$ cat src/evm_pkg.sv
// Purpose: constants, types and carriers for the exception vector map
// Assumes: 24-bit word addresses, single core clock
// Notes:   vector slots are 6-bit offsets; events are reset, irq or trap
package evm_pkg;

  // ----------------------------------------------------------------------
  // widths and addresses
  // ----------------------------------------------------------------------
  localparam int          ADDR_W        = 24;
  localparam int          SLOT_W        = 6;
  localparam int          PTR_W         = 16;
  localparam int          ALIGN_W       = 8;
  localparam logic [23:0] RESET_ADDR    = 24'h000000;
  localparam logic [23:0] FIXED_BASE    = 24'h000000;
  localparam logic [23:0] BOOT_BASE     = 24'h809fc0;
  localparam logic [1:0]  ALIGN_PAD     = 2'h0;

  // ----------------------------------------------------------------------
  // slot offsets
  // ----------------------------------------------------------------------
  localparam logic [5:0]  RESET_SLOT    = 6'h00;
  localparam logic [5:0]  IRQ_SLOT_BASE = 6'h01;
  localparam logic [5:0]  TRAP_BASE     = 6'h20;
  localparam logic [4:0]  TRAP_LAST     = 5'h1b;

  // ----------------------------------------------------------------------
  // enumerations
  // ----------------------------------------------------------------------
  typedef enum logic [1:0] {
    VAR_TWO_SERIAL    = 2'h0,
    VAR_SINGLE_SERIAL = 2'h1,
    VAR_RELOCATABLE   = 2'h2
  } evm_variant_t;

  typedef enum logic [1:0] {
    KIND_RESET = 2'h0,
    KIND_IRQ   = 2'h1,
    KIND_TRAP  = 2'h2
  } evm_kind_t;

  // irq slot is index plus one; dma_irq doubles as dma channel 0
  typedef enum logic [4:0] {
    EXTERNAL_IRQ_0       = 5'h00,
    EXTERNAL_IRQ_1       = 5'h01,
    EXTERNAL_IRQ_2       = 5'h02,
    EXTERNAL_IRQ_3       = 5'h03,
    SERIAL0_TRANSMIT_IRQ = 5'h04,
    SERIAL0_RECEIVE_IRQ  = 5'h05,
    SERIAL1_TRANSMIT_IRQ = 5'h06,
    SERIAL1_RECEIVE_IRQ  = 5'h07,
    TIMER0_IRQ           = 5'h08,
    TIMER1_IRQ           = 5'h09,
    DMA_IRQ              = 5'h0a,
    DMA_CHANNEL1_IRQ     = 5'h0b
  } evm_irq_t;

  // ----------------------------------------------------------------------
  // carriers
  // ----------------------------------------------------------------------
  typedef struct packed {
    evm_kind_t  kind;
    logic [4:0] idx;
  } evm_req_t;

  typedef struct packed {
    evm_variant_t variant;
    logic         bootMode;
    logic         mpMode;
  } evm_cfg_t;

  typedef struct packed {
    logic [23:0] addr;
    logic        branch;
  } evm_vec_t;

endpackage : evm_pkg

$ cat src/evm_vector_map.sv
// Purpose: turn reset, irq and trap events into program counter loads
// Assumes: fetch port answers each read with one memRdValid pulse
// Notes:   boot-mode irq and trap events on the single-serial variant return a branch slot instead of a fetched word
`timescale 1ns/10ps
module evm_vector_map (
  // clock and reset
  input  wire logic              clk,
  input  wire logic              rst_n,
  // configuration from core
  input  wire evm_pkg::evm_cfg_t cfg,
  input  wire logic [15:0]       vectorTablePointer,
  // event request
  input  wire logic              reqValid,
  input  wire evm_pkg::evm_req_t req,
  output logic                   reqReady,
  // vector word fetch
  output logic                   memRdReq,
  output logic [23:0]            memAddr,
  input  wire logic              memRdValid,
  input  wire logic [23:0]       memRdData,
  // program counter side
  output logic                   vecValid,
  output evm_pkg::evm_vec_t      vec,
  output logic                   reqReject
);

  // ----------------------------------------------------------------------
  // state
  // ----------------------------------------------------------------------
  typedef enum logic [1:0] {
    ST_IDLE  = 2'b00,
    ST_FETCH = 2'b01
  } evm_state_t;

  evm_state_t        state_q;
  evm_state_t        state_d;
  logic              resetPend_q;
  logic [23:0]       memAddr_q;
  logic [23:0]       memAddr_d;
  logic              vecValid_q;
  logic              vecValid_d;
  evm_pkg::evm_vec_t vec_q;
  evm_pkg::evm_vec_t vec_d;
  logic              reject_q;
  logic              reject_d;

  // ----------------------------------------------------------------------
  // decode
  // ----------------------------------------------------------------------
  logic [5:0]  slot;
  logic        legal;
  logic        branch;
  logic [23:0] tgtAddr;

  evm_slot_decode u_decode (
    .req                (req),
    .cfg                (cfg),
    .vectorTablePointer (vectorTablePointer),
    .slot               (slot),
    .legal              (legal),
    .branch             (branch),
    .addr               (tgtAddr)
  );

  wire idle      = (state_q == ST_IDLE);
  wire accept    = reqValid && reqReady;
  wire takeBrch  = accept && legal && branch;
  wire takeFetch = accept && legal && !branch;
  wire takeBad   = accept && !legal;
  wire fetchDone = (state_q == ST_FETCH) && memRdValid;

  // a pending reset fetch owns the port before any event
  assign reqReady = idle && !resetPend_q;
  assign memRdReq = (state_q == ST_FETCH);
  assign memAddr  = memAddr_q;
  assign vecValid = vecValid_q;
  assign vec      = vec_q;
  assign reqReject = reject_q;

  // ----------------------------------------------------------------------
  // next state
  // ----------------------------------------------------------------------
  always_comb
  begin
    state_d    = state_q;
    memAddr_d  = memAddr_q;
    vecValid_d = 1'b0;
    vec_d      = vec_q;
    reject_d   = takeBad;
    unique case (state_q)
      ST_IDLE:
      begin
        if (resetPend_q)
        begin
          state_d   = ST_FETCH;
          memAddr_d = evm_pkg::RESET_ADDR;
        end
        else if (takeFetch)
        begin
          state_d   = ST_FETCH;
          memAddr_d = tgtAddr;
        end
        else if (takeBrch)
        begin
          // slot holds an instruction; the core executes it in place
          vecValid_d  = 1'b1;
          vec_d.addr  = tgtAddr;
          vec_d.branch = 1'b1;
        end
      end
      ST_FETCH:
      begin
        if (fetchDone)
        begin
          state_d      = ST_IDLE;
          vecValid_d   = 1'b1;
          vec_d.addr   = memRdData;
          vec_d.branch = 1'b0;
        end
      end
      default:
      begin
        state_d = ST_IDLE;
      end
    endcase
  end

  // ----------------------------------------------------------------------
  // registers
  // ----------------------------------------------------------------------
  always_ff @(posedge clk or negedge rst_n)
  begin
    if (!rst_n)
    begin
      state_q    <= ST_IDLE;
      memAddr_q  <= evm_pkg::RESET_ADDR;
      vecValid_q <= 1'b0;
      vec_q      <= '0;
      reject_q   <= 1'b0;
    end
    else
    begin
      state_q    <= state_d;
      memAddr_q  <= memAddr_d;
      vecValid_q <= vecValid_d;
      vec_q      <= vec_d;
      reject_q   <= reject_d;
    end
  end

  // cleared once the reset fetch has been launched
  always_ff @(posedge clk or negedge rst_n)
  begin
    if (!rst_n)
    begin
      resetPend_q <= 1'b1;
    end
    else if (idle)
    begin
      resetPend_q <= 1'b0;
    end
  end

  // ----------------------------------------------------------------------
  // checks
  // ----------------------------------------------------------------------
  wire isReloc = (cfg.variant == evm_pkg::VAR_RELOCATABLE);
endmodule : evm_vector_map

$ cat src/evm_slot_decode.sv
// Purpose: map one event to its slot, legality and target address
// Assumes: config and pointer are stable while a request is decoded
// Notes:   purely combinational
`timescale 1ns/10ps
module evm_slot_decode (
  // event and configuration
  input  wire evm_pkg::evm_req_t req,
  input  wire evm_pkg::evm_cfg_t cfg,
  input  wire logic [15:0]       vectorTablePointer,
  // decode results
  output logic [5:0]             slot,
  output logic                   legal,
  output logic                   branch,
  output logic [23:0]            addr
);

  wire         isReset  = (req.kind == evm_pkg::KIND_RESET);
  wire         isIrq    = (req.kind == evm_pkg::KIND_IRQ);
  wire         isTrap   = (req.kind == evm_pkg::KIND_TRAP);
  wire         isReloc  = (cfg.variant == evm_pkg::VAR_RELOCATABLE);
  wire         isSingle = (cfg.variant == evm_pkg::VAR_SINGLE_SERIAL);
  wire [5:0]   irqSlot  = 6'(req.idx) + evm_pkg::IRQ_SLOT_BASE;
  wire [5:0]   trapSlot = evm_pkg::TRAP_BASE | 6'(req.idx);
  wire         ser1Irq  = (req.idx == evm_pkg::SERIAL1_TRANSMIT_IRQ) ||
                          (req.idx == evm_pkg::SERIAL1_RECEIVE_IRQ);
  wire         dma1Irq  = (req.idx == evm_pkg::DMA_CHANNEL1_IRQ);
  wire         irqRange = (req.idx <= evm_pkg::DMA_IRQ) || (dma1Irq && isReloc);
  // second serial port exists only on the two-port variant
  wire         irqLegal = irqRange && !(ser1Irq && !(cfg.variant ==
                          evm_pkg::VAR_TWO_SERIAL));
  wire         trapOk   = req.idx <= evm_pkg::TRAP_LAST;

  assign slot   = isReset ? evm_pkg::RESET_SLOT :
                  isIrq   ? irqSlot : trapSlot;
  assign legal  = isReset || (isIrq && irqLegal) || (isTrap && trapOk);
  assign branch = cfg.bootMode && isSingle && !isReset;

  // reset never goes through the relocatable pointer
  assign addr = isReset ? evm_pkg::RESET_ADDR :
                branch  ? (evm_pkg::BOOT_BASE | 24'(slot)) :
                isReloc ? {vectorTablePointer, evm_pkg::ALIGN_PAD,
                           slot} :
                (evm_pkg::FIXED_BASE | 24'(slot));

endmodule : evm_slot_decode

$ cat config.mk
export PLATFORM = sky130hd
export DESIGN_NAME = evm_vector_map
export DESIGN_NICKNAME = d
export VERILOG_FILES = /design/src/evm_pkg.sv /design/src/evm_vector_map.sv /design/src/evm_slot_decode.sv
export SDC_FILE = /design/constraint.sdc
export NUM_CORES = 1
export LEC_CHECK = 0
export BUFFER_PORTS_ARGS = -buffer_cell sky130_fd_sc_hd__buf_2
export CAP_MARGIN = 10
export CORE_ASPECT_RATIO = 0.5
export CORE_MARGIN = 5
export CORE_UTILIZATION = 52
export DETAILED_ROUTE_END_ITERATION = 8
export GPL_TIMING_DRIVEN = 0
export HOLD_SLACK_MARGIN = 0.15
export PLACE_DENSITY = 0.85
export SLEW_MARGIN = 15
export SYNTH_ARGS = -nofsm -noshare
export SYNTH_HDL_FRONTEND = slang
export SYNTH_SLANG_ARGS = --single-unit
$ cat constraint.sdc
create_clock -name clk -period 3.69 [get_ports clk]
set_input_delay 1.107 -clock clk [delete_from_list [all_inputs] [get_ports clk]]
set_output_delay 1.107 -clock clk [all_outputs]
set_load 0.02 [all_outputs]
==> flow_metrics.tcl, run 1 <==
set metrics [dict create \
    fin_tns_setup_ps 0 \
    viasPerCell 5.33 \
    power_density_mw_per_mm2 713 \
    crit_path_end_kind "flop" \
    pre_cts_slack_ps 473 \
    grt_pass1_vias 2376 \
    drive_above_1_share_pct 39.0 \
    fin_cells 444 \
    async_flop_share_pct 100 \
    synth_area_mm2 0.00266 \
    routedWlPerCell_um 15.6 \
    cts_buffer_depth 2 \
    holdPathEnd "vec[3]" \
    swShare_pct 41.0 \
    setup_viol 0 \
    dominantRegCellSynth "dfrtp_1" \
    p_seq_share_pct 37.2 \
    ioPinCount 108 \
    yosysWarnings 0 \
    fp-row-count 18 \
    crit_type "input pin to flop" \
    reg2reg_to "vec[6]" \
    worst_slack_ps 796 \
    grt_usage_pct 20.6 \
    ant_nets 0 \
    cp.required_ps 3870 \
    synth_seq_cells 52 \
    cts_tree "yes" \
    r2r_start "state_q[0]" \
    synth_edf_count 0 \
    io_buffers 103 \
    antennaDiodeCount 0 \
    max-slew-margin-rel_pct 52.7 \
    clock-sinks 52 \
    hp-class "flop to flop" \
    max_freq_mhz 346 \
    grt_overflow 0 \
    path_clk_slew_ps 90 \
    period_needed_ps 2890 \
    power_frac_comb_pct 48.8 \
    ys_types 37 \
    cp-start-kind "input pin" \
    synthMuxAreaShare_pct 16.8 \
    synth_compound_area_share_pct 14.1 \
    antenna_found_initial 0 \
    die_w_um 111 \
    critical_path.max_fanout 10 \
    cts_hold_buf 0 \
    clock-skew-final_ps 8.24 \
    clockRootBuffer "clkbuf_8" \
    finalNetCount 430 \
    die_h_um 60.6 \
    syn_inst 263 \
    synth_top_family_by_area "multiplexers" \
    cts_buffers 5 \
    internal_power_w 0.00141 \
    cp.arrival_ps 3080 \
    reg2regPathDepth 6 \
    first_pass_iters 4 \
    initial_utilization_pct 54.0 \
    die_area_mm2 0.00674 \
    power_w 0.00240 \
    synth_simple_gate_area_share_pct 14.3 \
    initialDrtViolationCount 161 \
    routabilityCongestion 0.822 \
    clock_latency_ps 300 \
    worstMarginPinSlew_ps 709 \
    hold_viol 0 \
    maxCapViolCount 0 \
    final_cell_mix "buf_2, nand2_1, dfrtp_1, o22ai_1" \
    vias 2367 \
    mostFrequentLayoutCell "buf_2" \
    cts_setup_buffers 0 \
    grt_first_pass_wirelength_mm 11.1 \
    grt_max_degree 53 \
    ctsResizeCount 0 \
    power_leakage_nw 1.72 \
    dpl.hpwl_mm 5.36 \
    drv_slew 0 \
    synth_fa_ha_area_share_pct 0.939 \
    drt_wl_total_mm 6.94 \
    rsz0062_at_grt "no" \
    clkPwrFrac_pct 14.0 \
    status "complete, no violations" \
    n_fill_cell 410 \
    synth-xor-area-share_pct 0 \
    ir_worst_vdd_mv 0.389 \
    syn_nets 320 \
    syn_area_per_cell_um2 10.1 \
    switching_power_w 0.000984 \
    synth_seq_area_share_pct 48.9 \
    fin_crit_sh_pct 78.4 \
    core-area_mm2 0.00493 \
    hold_path_startpoint "vec[3]" \
    hold_depth 1 \
    drc 0 \
    cts_max_level 2 \
    final_core_util_pct 68.2 \
    r2r_setup_slack_ps 1520 \
    synthToLayoutAreaGrowth_pct 26.3 \
    dp.cells 436 \
]
==> kinds of logic (layout without fill, tap and decap cells) <==
group | Yosys count | in the layout
and+or+nand+nor | 88 | 88
buffers and inverters | 28 | 139
AOI/OAI and AO/OA | 59 | 59
muxes | 34 | 34
DFF | 52 | 52
adders and majority gates | 2 | 2
==> power groups by stage <==
stage          sequential, W  combinational (W)  clock (W)
3_5_place_dp        0.000896            0.00117          0
2_1_floorplan        0.00114           0.000531          0
6_report            0.000891            0.00117   0.000336
3_3_place_gp        0.000884            0.00114          0
4_1_cts             0.000889            0.00118   0.000338
5_1_grt             0.000912            0.00126   0.000367
==> layer usage <==
metal,up-vias,track usage (%),routed length (um)
met2,63,39.4,3620
met5,-,0,0
li1,1133,-,-
met3,11,5.38,346
met1,1160,23.9,2880
met4,0,5.20,97
==> through the flow <==
step / hold slack, ps / cell area, um2
after CTS: 494 / 3360
after global routing: 534 / 3360
after global placement: 465 / 3270
after detailed placement: 474 / 3270
final: 495 / 3360
after floorplan: 499 / 2660
==> worst max path at each step <==
stage,cells after the start,to,startpoint,slack [ps]
2_1_floorplan,7,vec[10],req[0],870
3_3_place_gp,8,vec[8],req[0],540
3_5_place_dp,8,vec[8],req[0],470
4_1_cts,8,vec[6],req[0],790
5_1_grt,7,vec[22],req[5],600
6_report,8,vec[6],req[0],800
==> critical path, stage by stage <==
cell	delay, ps
buf_2	130
ha_1	260
nor2_1	80
o41a_1	370
a221oi_4	370
o21ai_2	230
buf_6	220
mux2_4	300
==> synth_stat cells, types with 2 or more instances <==
cell type | number | area share (%)
nor2b_1 | 2 | 0.47
buf_4 | 2 | 0.56
mux2_4 | 19 | 11
a22oi_1 | 3 | 0.85
buf_6 | 2 | 0.85
nand3_1 | 3 | 0.56
inv_1 | 6 | 0.85
clkbuf_1 | 14 | 2.0
o22ai_1 | 21 | 4.9
a21oi_1 | 8 | 1.5
nand2_1 | 62 | 8.7
nor2_1 | 11 | 1.6
o21ai_0 | 19 | 3.6
dfrtp_1 | 51 | 48
buf_2 | 3 | 0.56
ha_1 | 2 | 0.94
nor3b_1 | 3 | 0.85
mux2_1 | 5 | 2.1
mux2_2 | 5 | 2.1
mux2i_1 | 5 | 1.9
==> sequential cells by signal (all words and copies together) (netlist names) <==
name,flops
memAddr,23
reqReject,1
resetPend_q,1
state_q,1
vec,25
vecValid,1
==> cell type report <==
cell class / count / area [um2] / share of cell area (%)
well taps: 70 / 87.6 / 2.60
flip-flops and latches: 52 / 1300 / 38.7
clock buffers: 7 / 86.3 / 2.57
multi-input cells: 183 / 1230 / 36.6
repair buffers: 103 / 518 / 15.4
plain buffers: 21 / 105 / 3.13
clock inverters: 1 / 7.51 / 0.223
inverters: 7 / 26.3 / 0.781
(Power assumes the default switching activity.)
==> run 2, diff against run 1 <==
--- a/config.mk
+++ b/config.mk
@@ -9,11 +9,11 @@
 export CAP_MARGIN = 10
 export CORE_ASPECT_RATIO = 0.5
 export CORE_MARGIN = 5
-export CORE_UTILIZATION = 52
+export CORE_UTILIZATION = 44
 export DETAILED_ROUTE_END_ITERATION = 8
 export GPL_TIMING_DRIVEN = 0
 export HOLD_SLACK_MARGIN = 0.15
-export PLACE_DENSITY = 0.85
+export PLACE_DENSITY = 0.77
 export SLEW_MARGIN = 15
 export SYNTH_ARGS = -nofsm -noshare
 export SYNTH_HDL_FRONTEND = slang
==> constraint.sdc (replaced) <==
create_clock -name clk -period 2.4 [get_ports clk]
set_input_delay 0.72 -clock clk [delete_from_list [all_inputs] [get_ports clk]]
set_output_delay 0.72 -clock clk [all_outputs]
set_load 0.02 [all_outputs]
==> run 2 against run 1 <==
Net effect:
- register-to-register slack worse by 1200 ps
- clock power up 120%
- sequential share of layout area down 1.7 points
- final cell count up 2.5%
- power up 65%
- combinational power up 59%
- die area up 16%
- global-route usage down 1.4 points
- via count up 0.97%
- routed wire length up 8.3%
- critical path type unchanged
- largest cell class unchanged
==> flow_metrics.tcl, run 2 (synthesis gave the netlist of run 1 again) <==
set metrics [dict create \
    r2r_start "state_q[0]" \
    finalNetCount 434 \
    power_density_mw_per_mm2 1130 \
    worst_slack_ps 58.6 \
    worstMarginPinSlew_ps 668 \
    fin_tns_setup_ps 0 \
    routabilityCongestion 0.861 \
    cts_buffer_depth 2 \
    io_buffers 103 \
    path_clk_slew_ps 70 \
    cp_top_family "compound AO/OA/AOI/OAI gates" \
    first_pass_iters 4 \
    grt_pass1_vias 2421 \
    status "complete, no violations" \
    max-slew-margin-rel_pct 55.4 \
    initial_utilization_pct 44.5 \
    fin_crit_sh_pct 97.6 \
    fp-row-count 20 \
    crit_start "req[0]" \
    die_w_um 120 \
    critical_path.max_fanout 10 \
    die_area_mm2 0.00780 \
    placed_area_mm2 0.00329 \
    path_buf_inv 3 \
    maxCapViolCount 0 \
    mostFrequentLayoutCell "buf_2" \
    routedWlPerCell_um 16.5 \
    synthToLayoutAreaGrowth_pct 32.1 \
    crit_type "input pin to flop" \
    cp.required_ps 2570 \
    ir_worst_vdd_mv 0.432 \
    antennaDiodeCount 0 \
    ioPinCount 108 \
    cp-start-kind "input pin" \
    largest_reg_flops 25 \
    max_stage_delay_ps 370 \
    clockRootBuffer "clkbuf_16" \
    postLayoutCellArea_mm2 0.00352 \
    setup_viol 0 \
    pre_cts_slack_ps -395 \
    clock-skew-final_ps 7.24 \
    drive_above_1_share_pct 42.3 \
    hp-class "input pin to asynchronous set/reset pin" \
    core-area_mm2 0.00598 \
    max_freq_mhz 427 \
    drv_slew 0 \
    vias 2390 \
    cts_hold_buf 0 \
    grt_max_degree 53 \
    hold_viol 0 \
    slowest_stage "a221oi_4" \
    clock_latency_ps 290 \
    clock-sinks 52 \
    dpl.hpwl_mm 5.62 \
    period_needed_ps 2340 \
    crit_path_end_kind "flop" \
    power_leakage_nw 1.80 \
    ant_nets 0 \
    grt_first_pass_wirelength_mm 11.9 \
    cts_max_level 2 \
    grt_overflow 0 \
    cts_tree "yes" \
    antenna_found_initial 0 \
    cp.arrival_ps 2510 \
    drc 0 \
    final_cell_mix "buf_2, nand2_1, dfrtp_1, o22ai_1" \
    initialDrtViolationCount 140 \
    viasPerCell 5.25 \
    die_h_um 65.0 \
    grt_usage_pct 19.2 \
    cp_cell_sequence "buf_2 -> inv_1 -> ha_1 -> nor2_1 -> o41a_1 -> a221oi_4 -> o21ai_4 -> buf_6 -> mux2_4" \
    n_fill_cell 529 \
    cts_buffers 5 \
    drt_wl_total_mm 7.51 \
]
[run 2: cell types whose count changed in the layout (fill, tap and decap cells not counted), moves of 4 or more]
cell / change
clkbuf_16: +5
clkbuf_1: -7
clkbuf_2: +4
clkbuf_8: -5
buf_4: +5
[run 2: cell type report]
cell class                      count  area, um2  share of cell area, %
Inverter                            7       26.3                  0.747
Tap cell                           77       96.3                   2.74
Clock buffer                        6        139                   3.95
Clock inverter                      2       13.8                  0.391
Multi-Input combinational cell    183       1270                   36.2
Sequential cell                    52       1300                   37.0
Timing Repair Buffer              107        548                   15.6
Buffer                             21        118                   3.34
[run 2: path summary, 6_finish.rpt]
check / end / slack, ps / cells past startpoint
worst max-delay path: vec[7] / 60 / 9
worst min-delay path: vec[20] / 460 / 1
worst max register to register: vec[14] / 320 / 6
worst min register to register: vec[1] / 480 / 1
max in group asynchronous: memAddr[8] / 1490 / 1
min in group clk: vec[1] / 480 / 1
[run 2: what timing repair did]
action                                  in CTS  in global routing
pin swaps                                    2                  1
endpoints found under the setup margin      39                 45
resized for setup                            4                 16
buffers inserted                             3                  1
[run 2: report_power, final]
| part | leakage, nW | switching (W) | internal, W |
|---|---|---|---|
| logic | 1.05 | 0.00108 | 0.000776 |
| clock network | 0.0772 | 0.000321 | 0.000418 |
| registers | 0.673 | 0.000172 | 0.00119 |
[run 2: routing by layer]
layer | wire length, um | track usage [%]
met5 | 0 | 0
met4 | 135 | 6.13
met3 | 427 | 4.53
met2 | 3870 | 34.8
met1 | 3080 | 22.6
[run 2: through the flow]
step | util, % | hold slack [ps] | power [W] | std cells
floorplan | - | 424 | 0.00258 | 263
global placement | 55.0 | 465 | 0.00313 | 443
detailed placement | 55.0 | 472 | 0.00320 | 443
CTS | 58.1 | 486 | 0.00397 | 454
global route | 58.8 | 502 | 0.00420 | 455
finish | 58.8 | 457 | 0.00396 | 455
